<file path="src/csbu_params.svh">
// constants for the compare, skip and branch unit
`ifndef CSBU_PARAMS_SVH
`define CSBU_PARAMS_SVH

// status register bit positions
`define CSBU_FLAG_C        3'h0
`define CSBU_FLAG_Z        3'h1
`define CSBU_FLAG_N        3'h2
`define CSBU_FLAG_V        3'h3
`define CSBU_FLAG_S        3'h4
`define CSBU_FLAG_H        3'h5
`define CSBU_FLAG_T        3'h6
`define CSBU_FLAG_I        3'h7

// apb register byte offsets
`define CSBU_ADDR_W        8
`define CSBU_OFS_CTRL      8'h00
`define CSBU_OFS_STAT      8'h04
`define CSBU_OFS_CNT       8'h08
`define CSBU_OFS_STATUS_REGISTER      8'h0c

// control register fields and reset
`define CSBU_CTRL_EN_BIT   0
`define CSBU_CTRL_CLR_BIT  1
`define CSBU_CTRL_EN_RST   1'h1

// status register fields
`define CSBU_STAT_CYC_LSB  0
`define CSBU_STAT_TAKEN    2
`define CSBU_STAT_BUSY     3
`define CSBU_STAT_FLAGS    4

// cycle counts and program counter steps
`define CSBU_CYC_ONE       2'h1
`define CSBU_CYC_TWO       2'h2
`define CSBU_CYC_THREE     2'h3
`define CSBU_PC_SKIP_1W    32'h2
`define CSBU_PC_SKIP_2W    32'h3
`define CSBU_PC_BR_BIAS    32'h1

`endif

</file>
<file path="src/csbu_pkg.sv">
// types shared by the compare, skip and branch unit
package csbu_pkg;

  typedef enum logic [4:0] {
    op_compare_skip_equal,
    op_compare_regs,
    op_compare_regs_with_carry,
    op_compare_immediate,
    op_skip_reg_bit_clear,
    op_skip_reg_bit_set,
    op_skip_io_bit_clear,
    op_skip_io_bit_set,
    op_branch_status_bit_set,
    op_branch_status_bit_clear,
    op_branch_equal,
    op_branch_not_equal,
    op_branch_carry_set,
    op_branch_carry_clear,
    op_branch_same_or_higher,
    op_branch_lower,
    op_branch_minus,
    op_branch_plus,
    op_branch_signed_ge,
    op_branch_signed_lt,
    op_branch_half_carry_set,
    op_branch_half_carry_clear,
    op_branch_transfer_bit_set,
    op_branch_transfer_bit_clear,
    op_branch_overflow_set,
    op_branch_overflow_clear,
    op_branch_irq_enabled,
    op_branch_irq_disabled
  } csbu_op_t;

endpackage

</file>
<file path="src/csbu_exec_if.sv">
// operand and result bundle between the unit and its helpers
`timescale 1ns/100ps
interface csbu_exec_if;
  import csbu_pkg::*;

  csbu_op_t    op;
  logic [7:0]  rd_val;
  logic [7:0]  rr_val;
  logic [7:0]  io_val;
  logic [2:0]  bit_sel;
  logic [7:0]  status_register;
  logic        flags_we;
  logic [7:0]  flags_new;
  logic        hit;
  logic        is_skip;
  logic        is_branch;

  modport core (output op, rd_val, rr_val, io_val, bit_sel, status_register,
                input  flags_we, flags_new, hit, is_skip, is_branch);
  modport flag (input  op, rd_val, rr_val, status_register,
                output flags_we, flags_new);
  modport cond (input  op, rd_val, rr_val, io_val, bit_sel, status_register,
                output hit, is_skip, is_branch);
endinterface

</file>
<file path="src/csbu_top.sv">
// compare, skip and branch execution unit with apb status port
//
// Design decisions made here: the APB slave port and the register offsets.
`timescale 1ns/100ps
`include "csbu_params.svh"
module csbu_top #(
  parameter int PC_W  = 16,
  parameter int OFS_W = 7
) (
  input  wire logic                    clk_i,
  input  wire logic                    sys_rst_i,
  input  wire logic [`CSBU_ADDR_W-1:0] paddr_i,
  input  wire logic                    psel_i,
  input  wire logic                    penable_i,
  input  wire logic                    pwrite_i,
  input  wire logic [31:0]             pwdata_i,
  output logic                         pready_o,
  output logic      [31:0]             prdata_o,
  output logic                         pslverr_o,
  input  wire logic                    op_valid_i,
  input  wire csbu_pkg::csbu_op_t      op_i,
  input  wire logic [7:0]              rd_val_i,
  input  wire logic [7:0]              rr_val_i,
  input  wire logic [7:0]              io_val_i,
  input  wire logic [2:0]              bit_sel_i,
  input  wire logic [OFS_W-1:0]        offset_i,
  input  wire logic [PC_W-1:0]         pc_i,
  input  wire logic                    next_two_word_i,
  input  wire logic [7:0]              status_register_i,
  output logic                         op_ready_o,
  output logic                         done_o,
  output logic                         pc_load_o,
  output logic      [PC_W-1:0]         pc_target_o,
  output logic                         status_register_we_o,
  output logic      [7:0]              status_register_o,
  output logic      [1:0]              cycles_o
);
  import csbu_pkg::*;

  typedef struct packed {
    logic            done;
    logic            pc_load;
    logic [PC_W-1:0] pc_target;
    logic            status_register_we;
    logic [7:0]      status_register;
    logic [1:0]      cycles;
    logic [1:0]      wait_cnt;
    logic            taken;
    logic            flags_upd;
    logic            enable;
    logic [15:0]     taken_cnt;
    logic [15:0]     exec_cnt;
    logic [31:0]     prdata;
    logic            slverr;
  } csbu_state_t;

  csbu_state_t s_q;
  csbu_state_t s_d;

  csbu_exec_if ex ();

  logic [PC_W-1:0] ofs_ext;
  logic [7:0]      status_register_eff;
  logic            accept;
  logic            wr_en;
  logic            rd_setup;
  logic [1:0]      cyc;
  logic [PC_W-1:0] tgt;

  // address decode shared by read and write paths
  function automatic logic reg_hit(input logic [`CSBU_ADDR_W-1:0] a);
    reg_hit = (a == `CSBU_OFS_CTRL) || (a == `CSBU_OFS_STAT) ||
              (a == `CSBU_OFS_CNT)  || (a == `CSBU_OFS_STATUS_REGISTER);
  endfunction

  csbu_flag_unit u_flag (
    .ex (ex.flag)
  );

  csbu_cond_unit u_cond (
    .ex (ex.cond)
  );

  // forward flags written last cycle so compare then branch back to
  // back sees fresh flags before the core register catches up
  assign status_register_eff   = (s_q.done && s_q.status_register_we) ? s_q.status_register : status_register_i;

  assign ex.op      = op_i;
  assign ex.rd_val  = rd_val_i;
  assign ex.rr_val  = rr_val_i;
  assign ex.io_val  = io_val_i;
  assign ex.bit_sel = bit_sel_i;
  assign ex.status_register    = status_register_eff;

  assign ofs_ext = {{(PC_W-OFS_W){offset_i[OFS_W-1]}}, offset_i};

  // stall while a multi-cycle outcome drains
  assign op_ready_o = s_q.enable && (s_q.wait_cnt == 2'h0);
  assign accept     = op_valid_i && op_ready_o;
  assign wr_en      = psel_i && penable_i && pwrite_i &&
                      reg_hit(paddr_i);
  assign rd_setup   = psel_i && !penable_i;

  // outcome length and target of the offered instruction
  always_comb begin
    cyc = `CSBU_CYC_ONE;
    tgt = pc_i;
    if (ex.is_skip) begin
      if (next_two_word_i) begin
        tgt = pc_i + PC_W'(`CSBU_PC_SKIP_2W);
      end else begin
        tgt = pc_i + PC_W'(`CSBU_PC_SKIP_1W);
      end
      if (ex.hit) begin
        cyc = next_two_word_i ? `CSBU_CYC_THREE : `CSBU_CYC_TWO;
      end
    end else if (ex.is_branch) begin
      tgt = pc_i + ofs_ext + PC_W'(`CSBU_PC_BR_BIAS);
      if (ex.hit) begin
        cyc = `CSBU_CYC_TWO;
      end
    end
  end

  always_comb begin
    s_d      = s_q;
    s_d.done = 1'b0;
    if (s_q.wait_cnt != 2'h0) begin
      s_d.wait_cnt = s_q.wait_cnt - 2'h1;
    end
    if (accept) begin
      s_d.done      = 1'b1;
      s_d.cycles    = cyc;
      s_d.wait_cnt  = cyc - 2'h1;
      s_d.taken     = (ex.is_skip || ex.is_branch) && ex.hit;
      s_d.pc_load   = (ex.is_skip || ex.is_branch) && ex.hit;
      s_d.pc_target = tgt;
      // skips and branches never write flags
      s_d.status_register_we   = ex.flags_we;
      s_d.flags_upd = ex.flags_we;
      s_d.status_register      = ex.flags_new;
    end
    // counters: a clear that meets a count keeps the count
    if (wr_en && paddr_i == `CSBU_OFS_CTRL &&
        pwdata_i[`CSBU_CTRL_CLR_BIT]) begin
      s_d.taken_cnt = 16'h0000;
      s_d.exec_cnt  = 16'h0000;
    end
    if (accept) begin
      s_d.exec_cnt = s_d.exec_cnt + 16'h0001;
      if (s_d.taken) begin
        s_d.taken_cnt = s_d.taken_cnt + 16'h0001;
      end
    end
    if (wr_en && paddr_i == `CSBU_OFS_CTRL) begin
      s_d.enable = pwdata_i[`CSBU_CTRL_EN_BIT];
    end
    // read data captured in setup so it comes from a flop
    if (rd_setup) begin
      s_d.slverr = !reg_hit(paddr_i);
      s_d.prdata = 32'h0000_0000;
      unique case (paddr_i)
        `CSBU_OFS_CTRL: s_d.prdata[`CSBU_CTRL_EN_BIT] = s_q.enable;
        `CSBU_OFS_STAT: begin
          s_d.prdata[`CSBU_STAT_CYC_LSB +: 2] = s_q.cycles;
          s_d.prdata[`CSBU_STAT_TAKEN]        = s_q.taken;
          s_d.prdata[`CSBU_STAT_BUSY]         = (s_q.wait_cnt != 2'h0);
          s_d.prdata[`CSBU_STAT_FLAGS]        = s_q.flags_upd;
        end
        `CSBU_OFS_CNT:  s_d.prdata = {s_q.exec_cnt, s_q.taken_cnt};
        `CSBU_OFS_STATUS_REGISTER: s_d.prdata[7:0] = status_register_eff;
        default:        s_d.prdata = 32'h0000_0000;
      endcase
    end
  end

  always_ff @(posedge clk_i) begin
    if (sys_rst_i) begin
      s_q        <= '0;
      s_q.enable <= `CSBU_CTRL_EN_RST;
      s_q.cycles <= `CSBU_CYC_ONE;
    end else begin
      s_q <= s_d;
    end
  end

  assign pready_o    = 1'b1;
  assign prdata_o    = s_q.prdata;
  assign pslverr_o   = psel_i && penable_i && s_q.slverr;
  assign done_o      = s_q.done;
  assign pc_load_o   = s_q.done && s_q.pc_load;
  assign pc_target_o = s_q.pc_target;
  assign status_register_we_o   = s_q.done && s_q.status_register_we;
  assign status_register_o      = s_q.status_register;
  assign cycles_o    = s_q.cycles;

endmodule

</file>
<file path="src/csbu_flag_unit.sv">
// subtract-and-flag logic for the compare operations
`timescale 1ns/100ps
`include "csbu_params.svh"
module csbu_flag_unit (
  csbu_exec_if.flag ex
);
  import csbu_pkg::*;

  logic [7:0] res;
  logic       cin;
  logic       cmp;
  logic       rd7;
  logic       rr7;
  logic       r7;

  always_comb begin
    cin = 1'b0;
    cmp = 1'b0;
    case (ex.op)
      op_compare_regs:            cmp = 1'b1;
      op_compare_immediate:       cmp = 1'b1;
      op_compare_regs_with_carry: begin
        cmp = 1'b1;
        cin = ex.status_register[`CSBU_FLAG_C];
      end
      default:                    cmp = 1'b0;
    endcase
    // result is never stored, only flags
    res = ex.rd_val - ex.rr_val - {7'h00, cin};
    rd7 = ex.rd_val[7];
    rr7 = ex.rr_val[7];
    r7  = res[7];
    ex.flags_new = ex.status_register;
    ex.flags_new[`CSBU_FLAG_Z] = (res == 8'h00);
    ex.flags_new[`CSBU_FLAG_N] = r7;
    ex.flags_new[`CSBU_FLAG_V] = (rd7 & ~rr7 & ~r7) | (~rd7 & rr7 & r7);
    ex.flags_new[`CSBU_FLAG_C] = (~rd7 & rr7) | (rr7 & r7) | (r7 & ~rd7);
    ex.flags_new[`CSBU_FLAG_H] = (~ex.rd_val[3] & ex.rr_val[3])
                               | (ex.rr_val[3] & res[3])
                               | (res[3] & ~ex.rd_val[3]);
    ex.flags_we = cmp;
  end
endmodule

</file>
<file path="src/csbu_cond_unit.sv">
// skip and branch condition evaluation
`timescale 1ns/100ps
`include "csbu_params.svh"
module csbu_cond_unit (
  csbu_exec_if.cond ex
);
  import csbu_pkg::*;

  logic [7:0] s;

  always_comb begin
    s            = ex.status_register;
    ex.hit       = 1'b0;
    ex.is_skip   = 1'b0;
    ex.is_branch = 1'b1;
    case (ex.op)
      op_compare_skip_equal: begin
        ex.is_skip = 1'b1;
        ex.hit     = (ex.rd_val == ex.rr_val);
      end
      op_skip_reg_bit_clear: begin
        ex.is_skip = 1'b1;
        ex.hit     = ~ex.rr_val[ex.bit_sel];
      end
      op_skip_reg_bit_set: begin
        ex.is_skip = 1'b1;
        ex.hit     = ex.rr_val[ex.bit_sel];
      end
      op_skip_io_bit_clear: begin
        ex.is_skip = 1'b1;
        ex.hit     = ~ex.io_val[ex.bit_sel];
      end
      op_skip_io_bit_set: begin
        ex.is_skip = 1'b1;
        ex.hit     = ex.io_val[ex.bit_sel];
      end
      op_branch_status_bit_set:     ex.hit = s[ex.bit_sel];
      op_branch_status_bit_clear:   ex.hit = ~s[ex.bit_sel];
      op_branch_equal:              ex.hit = s[`CSBU_FLAG_Z];
      op_branch_not_equal:          ex.hit = ~s[`CSBU_FLAG_Z];
      op_branch_carry_set:          ex.hit = s[`CSBU_FLAG_C];
      op_branch_lower:              ex.hit = s[`CSBU_FLAG_C];
      op_branch_carry_clear:        ex.hit = ~s[`CSBU_FLAG_C];
      op_branch_same_or_higher:     ex.hit = ~s[`CSBU_FLAG_C];
      op_branch_minus:              ex.hit = s[`CSBU_FLAG_N];
      op_branch_plus:               ex.hit = ~s[`CSBU_FLAG_N];
      op_branch_signed_ge:
        ex.hit = ~(s[`CSBU_FLAG_N] ^ s[`CSBU_FLAG_V]);
      op_branch_signed_lt:
        ex.hit = s[`CSBU_FLAG_N] ^ s[`CSBU_FLAG_V];
      op_branch_half_carry_set:     ex.hit = s[`CSBU_FLAG_H];
      op_branch_half_carry_clear:   ex.hit = ~s[`CSBU_FLAG_H];
      op_branch_transfer_bit_set:   ex.hit = s[`CSBU_FLAG_T];
      op_branch_transfer_bit_clear: ex.hit = ~s[`CSBU_FLAG_T];
      op_branch_overflow_set:       ex.hit = s[`CSBU_FLAG_V];
      op_branch_overflow_clear:     ex.hit = ~s[`CSBU_FLAG_V];
      op_branch_irq_enabled:        ex.hit = s[`CSBU_FLAG_I];
      op_branch_irq_disabled:       ex.hit = ~s[`CSBU_FLAG_I];
      default:                      ex.is_branch = 1'b0;
    endcase
  end
endmodule

</file>
<file path="config.mk">
export PLATFORM = sky130hd
export DESIGN_NAME = csbu_top
export DESIGN_NICKNAME = d
export VERILOG_FILES = /design/src/csbu_pkg.sv /design/src/csbu_exec_if.sv /design/src/csbu_top.sv /design/src/csbu_flag_unit.sv /design/src/csbu_cond_unit.sv
export VERILOG_INCLUDE_DIRS = /design/src
export SDC_FILE = /design/constraint.sdc
export NUM_CORES = 1
export LEC_CHECK = 0
export BUFFER_PORTS_ARGS = -buffer_cell sky130_fd_sc_hd__buf_2
export CORE_AREA = 2 2 125 127
export CTS_BUF_LIST = sky130_fd_sc_hd__clkbuf_2 sky130_fd_sc_hd__clkbuf_4 sky130_fd_sc_hd__clkbuf_8
export DETAILED_ROUTE_END_ITERATION = 6
export DIE_AREA = 0 0 127 129
export GPL_TIMING_DRIVEN = 0
export PLACE_DENSITY_LB_ADDON = 0.2
export SYNTH_ARGS = -nofsm -noshare
export SYNTH_HDL_FRONTEND = slang
export SYNTH_SLANG_ARGS = --single-unit
</file>
<file path="constraint.sdc">
create_clock -name clk_i -period 2.7 [get_ports clk_i]
set_input_delay 0.27 -clock clk_i [delete_from_list [all_inputs] [get_ports clk_i]]
set_output_delay 0.27 -clock clk_i [all_outputs]
set_load 0.05 [all_outputs]
</file>
---- After elaboration in Yosys (flattened, before gate mapping) ----
Index checks and enable logic that the tools add are counted.
word-level totals
  logic and storage cells ................. 143
  register bits ........................... 98
  bits of input ports ..................... 110
cells by class
  add/subtract/negate cells ............... 10
  equality and inequality tests ........... 31
  order comparisons ....................... 1
  reduce and logical (&&, ||, !) cells .... 29
  mux-type cells .......................... 29
  bitwise gates (word level) .............. 30
operators with widths
  kind                                           number
  two-way mux 16 bit                             4
  two-way mux 32 bit                             2
  == test 5 bit, second input constant           12
  adder 16 x 1 -> 16 bit, second input constant  3
  == test 5 x 4 -> 1 bit, second input constant  8
  two-way mux 33 bit                             1
  adder 16 x 2 -> 16 bit, second input constant  2
  OR reduction 25 bit                            1
  two-way mux 24 bit                             1
  case mux 1 bit (23 select lines)               1
  == test 5 x 3 -> 1 bit, second input constant  4
  adder 16 bit                                   1
  == test 8 x 4 -> 1 bit, second input constant  2
  logical NOT 8 bit                              2
  NOT 1 bit                                      15
  logical AND 1 bit                              12
  case mux 4 bit (3 select lines)                1
  == test 5 x 2 -> 1 bit, second input constant  2
  two-way mux 2 bit                              5
  AND 1 bit                                      9
  binary-select mux 1 bit (select 3 bit)         3
  == test 8 x 3 -> 1 bit, second input constant  1
  == test 8 bit                                  1
  two-way mux 1 bit                              8
  other kinds (18)                               29

---- Longest topological paths before layout ----
Gate-level depths: netlist of run 1.
  depth after elaboration ................. 13
  depth in mapped cells ................... 14
  mapped depth without buffers ............ 14

---- Modules after synthesis ----
From an unflattened synthesis of run 1, not the netlist that was laid out.
unflattened totals
  cells, all modules ...................... 849
  area total of the unflattened synthesis .. 6926.6 µm²
modules (own cells, without submodules)
  module          area an instance (µm²)  cells an instance  instances  sequential area each (µm²)
  csbu_top        5786.8                  709                1          1961.9
  csbu_flag_unit  599.3                   81                 1          0.0
  csbu_cond_unit  540.5                   59                 1          0.0

---- Worst setup path before layout of run 1 ----
No wires, ideal clock.
  kind .................................... register to register
  start ................................... register s_q (netlist bit done_o)
  end ..................................... register s_q (netlist bit status_register_o[3])
  setup slack ............................. -518 ps
  buffers on the path ..................... 0
  required time ........................... 2609 ps
  arrival time ............................ 3127 ps
  library setup time ...................... 91 ps
  stages on the path, launching flop included .. 15
  cell sequence ........................... dfxtp_1 -> nand2_4 -> mux2_2 -> nand4b_1 -> fa_1 -> ha_1 -> nand2_1 -> a21boi_0 -> o21a_1 -> o21a_1 -> o21ai_0 -> nand2b_1 -> xor2_1 -> nand2_1 -> a311oi_1
between the ends
  word-level cells in the longest chain between the ends .. 7
RTL lines
  what                         RTL line              source
  from (decl)                  csbu_top.sv:57        csbu_state_t s_q;
  logical AND 1 bit *          csbu_top.sv:86        assign status_register_eff = (s_q.done && s_q.status_register_we) ? s_q.status_register : status_register_i;
  two-way mux 8 bit *          csbu_top.sv:86
  two-way mux 1 bit *          csbu_flag_unit.sv:19  case (ex.op)
  subtractor 8 x 1 -> 8 bit *  csbu_flag_unit.sv:29  res = ex.rd_val - ex.rr_val - {7'h00, cin};
  NOT 1 bit                    csbu_flag_unit.sv:36  ex.flags_new[`CSBU_FLAG_V] = (rd7 & ~rr7 & ~r7) | (~rd7 & rr7 & r7);
  AND 1 bit                    csbu_flag_unit.sv:36
  bitwise OR 1 bit *           csbu_flag_unit.sv:36
Mark *: on every way between the ends. The rest lies on a longest branch, timed or not.
A chain may end at the register's enable or synchronous reset.

---- Worst setup path after layout of run 1 ----
  start ................................... register s_q (netlist bit done_o)
  end ..................................... register s_q[64] in the netlist's numbering
between the ends
  word-level cells in the longest chain between the ends .. 10
RTL lines
  what                                     RTL line                                    source
  logical AND 1 bit *                      csbu_top.sv:86
  two-way mux 8 bit *                      csbu_top.sv:86
  binary-select mux 1 bit (select 3 bit)   csbu_cond_unit.sv:37, csbu_cond_unit.sv:38
  two-way mux 1 bit (implied by the code)  csbu_cond_unit.sv:37, csbu_cond_unit.sv:38
  NOT 1 bit                                csbu_cond_unit.sv:38                        op_branch_status_bit_clear: ex.hit = ~s[ex.bit_sel];
  case mux 1 bit (23 select lines) *       csbu_cond_unit.sv:16                        case (ex.op)
  logical AND 1 bit *                      csbu_top.sv:135                             s_d.taken = (ex.is_skip || ex.is_branch) && ex.hit;
  two-way mux 33 bit *                     csbu_top.sv:131                             if (accept) begin
  two-way mux 16 bit *                     csbu_top.sv:151                             if (s_d.taken) begin
  two-way mux 32 bit *                     csbu_top.sv:149                             if (accept) begin
Mark *: on every way between the ends. The rest lies on a longest branch, timed or not. The select of a mux whose other input is x is not followed.

==> impl_metrics.toml, run 1 <==
[synth]
synthTopCellsByArea = "dfxtp_1 (30%), nor2_1 (6.7%), buf_4 (6.7%), ha_1 (6.4%), xnor2_1 (4.6%)"
synth_edf_count = 0
synth_area_leader_cell = "dfxtp_1"
syn_nets = 970
synthesis.area_mm2 = 0.006625
syn-instance-count = 823
synth_top_area_frac = 0.2961
yosysSeqAreaShare = 0.2961
syn_avg_cell_area_um2 = 8.050
synth-main-ff-cell = "dfxtp_1"
synth.distinct_cells = 61
ys_warn_count = 0
ys_ff_latch = 98
synthArstFlopShare = 0

[finish]
area_growth_pct = 24.10
fill_cells = 1466
postLayoutCellArea_mm2 = 0.008222
nets = 1129
final_cell_mix = "buf_2 (135), nor2_1 (116), dfxtp_1 (96), buf_4 (72), nand2_1 (59)"
seqCellArea_mm2 = 0.001969
layout.cells.non_filler = 1174
layout_commonest_cell = "buf_2"
multi_input_area_mm2 = 0.004244
num_antenna_cells = 0
drive_above_1_share = 0.2911

[critical_path]
reg2reg_slack_ps = -270
reg2reg_from = "done_o"
crit_fanout = 9
startpoint_type = "flip-flop"
reg2reg_to = "s_q[64]"
worst_ep_arrival_time_ps = 3220
reg2reg_depth = 11
crit_end = "s_q[64]"
crit_path_start = "done_o"
path_class = "flip-flop to flip-flop"
crit_required_ps = 2950
crit_path_end_kind = "flip-flop"

[clock_network]
htreeDepth = 3
clockBufferDepth = 2
holdBufCountCts = 0
cts_tree = "built"
cts_root_buf = "clkbuf_8"
clock_sinks = 98
clk_pin_slew_ps = 100
clock_latency_ps = 380
cts_made_buffers = 9

[run_status]
status = "complete, but fails checks"
violations = "negative setup slack"

[timing]
finalMaxSlewViolations = 0
setup_slack_ps = -265.1
max_freq_mhz = 337.3
relSlewSlack = 0.5242
finalSetupViolCount = 24
final.setup.tns_ps = -3699
tightest_slew_ps = 713.7
rsz0062_at_grt = "true"
period_share = 1.098
skew_ps = 13.56
final_hold_viol_count = 0
period_minus_slack_ps = 2965

[die]
start_util = 0.4424
die_y_um = 129
dieArea_mm2 = 0.01638
core_area_mm2 = 0.01498
dieWidth_um = 127
num_io_pins = 174
row_count = 45

[placed_design]
hpwlAfterDp_um = 13960
place_congestion = 0.8346
dpl_cell_area_mm2 = 0.007717
port_buffers = 134
placed_cells = 1145

[route]
vias = 6308
drc = 0
wire_per_inst_um = 15.76
wl_um = 18500
vias_per_cell = 5.373
dr.pass1.iters = 5
drt_first_iter_violations = 523
antenna_left = 0

[pwr]
seqPwrFrac = 0.427
ir_drop_uv = 222.4
internal_power_w = 0.002391
p_comb_frac = 0.297
clock_power_share = 0.276
p_sw_w = 0.001214
sw_frac_of_total = 0.3368
p_per_area_mw_per_mm2 = 438.5
p_leak_nw = 3.711

[flow_run]
cap_violations = 0

[grt]
grt_max_degree = 16
grt_pass1_wl_um = 30060
grt_usage = 0.2280
grt.overflow.total = 0
grt_pass1_vias = 5975
antenna_found_initial = 1

[min_path]
min-delay-path-class = "input port to flip-flop"
Yosys cell counts, drive strengths merged (9+ instances only):
cell and number:
dfxtp 98, nand3 22, xor2 20, nor3 22, nand2 61, a21oi 40, mux4 13, inv 39
nand4 10, ha 34, clkbuf 34, mux2i 9, nor2b 10, and3 10, xnor2 35, buf 64
nor4 9, nor2 119, a22oi 34, o21ai 31
logic make-up (layout without fill, tap and decap cells):
logic type,Yosys count,after routing,synth area share
simple gates,291,291,0.2030
fa+ha+maj,37,37,0.07328
flops,98,98,0.2961
compound gates,180,180,0.1815
mux,24,24,0.06119
other cells,1,1,0.0005660
buf+inv,137,300,0.1116
xor+xnor,55,55,0.07271
state kept, by name, indices dropped and copies added, names as in the netlist:
register           cells
pc_target_o           16
prdata_o              32
cycles_o               2
s_q                   39
done_o                 1
status_register_o      8
how the worst min path moves through the flow:
stage / startpoint / endpoint / slack (ps) / cells past startpoint
CTS: pwdata_i[0] / s_q[65] / 90 / 3
global route: pwdata_i[0] / s_q[65] / 130 / 3
finish: pwdata_i[0] / s_q[65] / 110 / 3
global placement: s_q[97] / s_q[97] / 430 / 1
detailed placement: s_q[97] / s_q[97] / 430 / 1
floorplan: pwdata_i[0] / s_q[65] / 400 / 2
final cells by class:
type / instances / area share
Clock inverter: 4 / 0.006392
Sequential cell: 98 / 0.2395
Inverter: 39 / 0.01781
Tap cell: 188 / 0.02861
Timing Repair Buffer: 148 / 0.09618
Clock buffer: 11 / 0.01765
Multi-Input combinational cell: 588 / 0.5162
Buffer: 98 / 0.07761
routing by layer:
| layer | global-route usage | vias up | share of wire |
|---|---|---|---|
| li1 | - | 3160 | - |
| met3 | 0.03659 | 32 | 0.054 |
| met4 | 0.07757 | 0 | 0.025 |
| met1 | 0.3050 | 2916 | 0.46 |
| met2 | 0.3773 | 200 | 0.46 |
| met5 | 0 | - | 0 |
per-stage QoR:
step	hold slack (ps)	setup WS (ps)	power, W	util
finish	109.9	-265.1	0.003605	0.5490
global route	127.8	-351.2	0.003791	0.5490
CTS	92.90	-187.6	0.003559	0.5346
detailed placement	431.2	-647.3	0.002557	0.5153
global placement	426.8	-593.5	0.002548	0.5153
floorplan	399.3	-76.95	0.002288	-
power groups by stage:
stage                     logic (W)  registers (W)  clock network [W]
after floorplan            0.000732        0.00156                  0
after global placement     0.000975        0.00157                  0
after detailed placement   0.000986        0.00157                  0
after CTS                   0.00101        0.00154            0.00101
after global routing        0.00118        0.00154            0.00107
final                       0.00107        0.00154           0.000995
worst max-delay path, cell delays in order, from the launching register on:
cell and delay [ps]:
dfxtp_4 380, nand2_8 80, mux4_2 490, mux4_2 540
a22oi_2 210, o311ai_2 110, a211o_2 380, buf_12 170
buf_12 130, nor4_4 140, xnor2_1 150, nor2_1 50
what timing repair did:
action / CTS / global route
setup buffers: 6 / 7
gates cloned: 0 / 1
endpoints found under the setup margin: 46 / 38
gates resized for setup: 10 / 34
pin swaps: 4 / 12
Note: power is estimated with default switching activity, not from simulation.
==> run 2: changes to the inputs <==
--- a/config.mk
+++ b/config.mk
@@ -7,12 +7,13 @@
 export NUM_CORES = 1
 export LEC_CHECK = 0
 export BUFFER_PORTS_ARGS = -buffer_cell sky130_fd_sc_hd__buf_2
-export CORE_AREA = 2 2 125 127
+export CORE_AREA = 2 2 128 130
 export CTS_BUF_LIST = sky130_fd_sc_hd__clkbuf_2 sky130_fd_sc_hd__clkbuf_4 sky130_fd_sc_hd__clkbuf_8
 export DETAILED_ROUTE_END_ITERATION = 6
-export DIE_AREA = 0 0 127 129
+export DIE_AREA = 0 0 130 132
 export GPL_TIMING_DRIVEN = 0
 export PLACE_DENSITY_LB_ADDON = 0.2
 export SYNTH_ARGS = -nofsm -noshare
 export SYNTH_HDL_FRONTEND = slang
+export SYNTH_HIERARCHICAL = 1
 export SYNTH_SLANG_ARGS = --single-unit
==> impl_metrics.toml, run 2 <==
[run_status]
status = "complete, but fails checks"
violations = "negative setup slack"

[timing]
setup_slack_ps = -457.1
finalSetupViolCount = 26
final_hold_viol_count = 0
relSlewSlack = 0.5913
whs_ps = 145.9
rsz0062_at_grt = "true"
tightest_slew_ps = 613.0
max_freq_mhz = 316.8
period_minus_slack_ps = 3157
finalMaxSlewViolations = 0
period_share = 1.169
skew_ps = 11.36

[placed_design]
placed_cells = 1203
dp_slack_ps = -759.9
hpwlAfterDp_um = 13820
port_buffers = 138
place_congestion = 0.8557

[clock_network]
cts_made_buffers = 9
cts_root_buf = "clkbuf_8"
htreeDepth = 3
clock_sinks = 98
clockBufferDepth = 2
clk_pin_slew_ps = 100
cts_tree = "built"
clock_latency_ps = 380

[synth]
synth-main-ff-cell = "dfxtp_1"
ys_ff_latch = 98
ys_warn_count = 6
synth_area_leader_cell = "dfxtp_1"
yosysMostFrequentCell = "nor2_1"
syn-instance-count = 849
synth.distinct_cells = 75
synthArstFlopShare = 0
synthTopCellsByArea = "dfxtp_1 (28%), buf_4 (7.2%), ha_1 (6.1%), nor2_1 (5.7%), xnor2_1 (4.7%)"
syn_nets = 996
syn_avg_cell_area_um2 = 8.159
synth_edf_count = 0
yosysSeqAreaShare = 0.2832
synth_commonest_cells = "nor2_1 (106), dfxtp_1 (98), nand2_1 (84), buf_4 (66), a21oi_1 (51)"
synth_top_area_frac = 0.2832
synthesis.area_mm2 = 0.006927

[grt]
grt_max_degree = 18
grt.overflow.total = 0
grt_usage = 0.2081
grt_pass1_wl_um = 28830
antenna_found_initial = 1
grt_pass1_vias = 5795

[route]
vias_per_cell = 5.077
antenna_left = 0
wl_um = 17930
drc = 0
vias = 6285
wire_per_inst_um = 14.48
drt_first_iter_violations = 298
dr.pass1.iters = 6

[finish]
final_cell_mix = "buf_2 (148), nor2_1 (106), dfxtp_1 (96), nand2_1 (81), buf_4 (81)"
largest_reg_flops = 39
drive_above_1_share = 0.3046
layout.cells.non_filler = 1238
utilization = 0.5403
nets = 1163
top_register = "s_q"
area_growth_pct = 22.56
layout_commonest_cell = "buf_2"

[critical_path]
path_class = "flip-flop to flip-flop"
reg2reg_from = "s_q[66]"
startpoint_type = "flip-flop"
slowest_delay_ps = 530
reg2reg_slack_ps = -460
crit_family = "simple AND/OR/NAND/NOR gates"
cp_common_cell = "and3_4"
reg2reg_to = "s_q[64]"
worst_ep_arrival_time_ps = 3440
crit_fanout = 8
crit_path_end_kind = "flip-flop"
crit_required_ps = 2980
path_cells = "nand2_4, mux2_4, mux4_2, mux2i_2, xor2_1, o22ai_1, or4_4, and3_4, and3_4, nand4_4, nor3_4, xnor2_1, nor2_1"
cp_num_buf_inv = 0
reg2reg_depth = 13
cpMaxStageDelayCell = "or4_4"

[flow_run]
cap_violations = 0

[pwr]
power.total_w = 0.003841
sw_frac_of_total = 0.3263
p_sw_w = 0.001253
p_comb_frac = 0.295
p_leak_nw = 3.801
internal_power_w = 0.002588
ir_drop_uv = 288.9
seqPwrFrac = 0.401
clock_power_share = 0.304
p_per_area_mw_per_mm2 = 452.5

[die]
start_util = 0.4408
dieArea_mm2 = 0.01716
row_count = 46
num_io_pins = 174
die_y_um = 132
core_area_mm2 = 0.01571
dieWidth_um = 130

[min_path]
min-delay-path-class = "input port to flip-flop"
min-delay-start = "pwdata_i[0]"
hold_depth = 3
min_to = "s_q[65]"
-- run 2: cell types whose count changed after synthesis, sizes merged, moves of 7 or more --
cell,delta
nand2,+23
buf,+17
clkbuf,-14
nor2,-13
a21oi,+12
nor3,-11
mux2i,+9
mux2,+8
nand3,-8
xor2,+8
nor4,-7
-- run 2: through the flow --
stage	cell area [um2]	setup TNS (ps)
finish	8489	-8659
global route	8489	-11080
CTS	8404	-8085
detailed placement	7940	-13810
global placement	7940	-13460
floorplan	6979	-5362
-- run 2: how the worst max path moves through the flow --
stage                     startpoint  endpoint  slack (ps)  cells after the start
after floorplan               done_o   s_q[64]        -420                     14
after global placement       s_q[66]   s_q[64]        -750                     14
after detailed placement     s_q[66]   s_q[64]        -760                     14
after CTS                     done_o   s_q[64]        -470                     13
after global routing         s_q[66]   s_q[60]        -560                     12
final                        s_q[66]   s_q[64]        -460                     13
-- run 2: worst register-to-register path, cell delays in order, from the launching register on --
cell     delay [ps]
dfxtp_4         420
nand2_4          90
mux2_4          320
mux4_2          470
mux2i_2         210
xor2_1          170
o22ai_1         110
or4_4           530
and3_4          190
and3_4          170
nand4_4         160
nor3_4           50
xnor2_1         140
nor2_1           50
-- run 2: power by group through the flow --
stage               clock, W  combinational (W)  sequential, W
floorplan                  0           0.000786        0.00156
CTS                  0.00119            0.00111        0.00154
detailed placement         0            0.00106        0.00157
global route         0.00124            0.00123        0.00155
global placement           0            0.00106        0.00157
finish               0.00117            0.00113        0.00154
-- run 2: cells by family after synthesis --
logic type	share of synthesized area
and+or+nand+nor	0.2103
AOI/OAI and AO/OA	0.1680
buffers and inverters	0.1167
DFF	0.2832
xor gates and xnor gates	0.08454
adders and majority gates	0.07009
muxes	0.06666
other	0.0005414
-- run 2: timing repair --
action	in CTS	in global routing
cloned	1	0
hold buffers	0	0
setup endpoints to repair	26	27
pin swaps	16	13
resized for setup	21	13
buffers inserted	15	3
-- run 2: layer usage --
metal	vias up	routed length, um	track usage
met3	16	542	0.02273
met5	-	0	0
met1	2888	8479	0.2832
met2	126	8620	0.3450
met4	0	286	0.06332
li1	3255	-	-
-- run 2: cell type report --
type,instances,area [um2]
Inverter,37,138.9
Multi-Input combinational cell,614,4365
Tap cell,216,270.3
Sequential cell,98,1969
Antenna cell,1,2.502
Timing Repair Buffer,156,833.3
Clock inverter,7,123.9
Fill cell,1546,7223
Clock buffer,9,123.9
Buffer,100,661.9
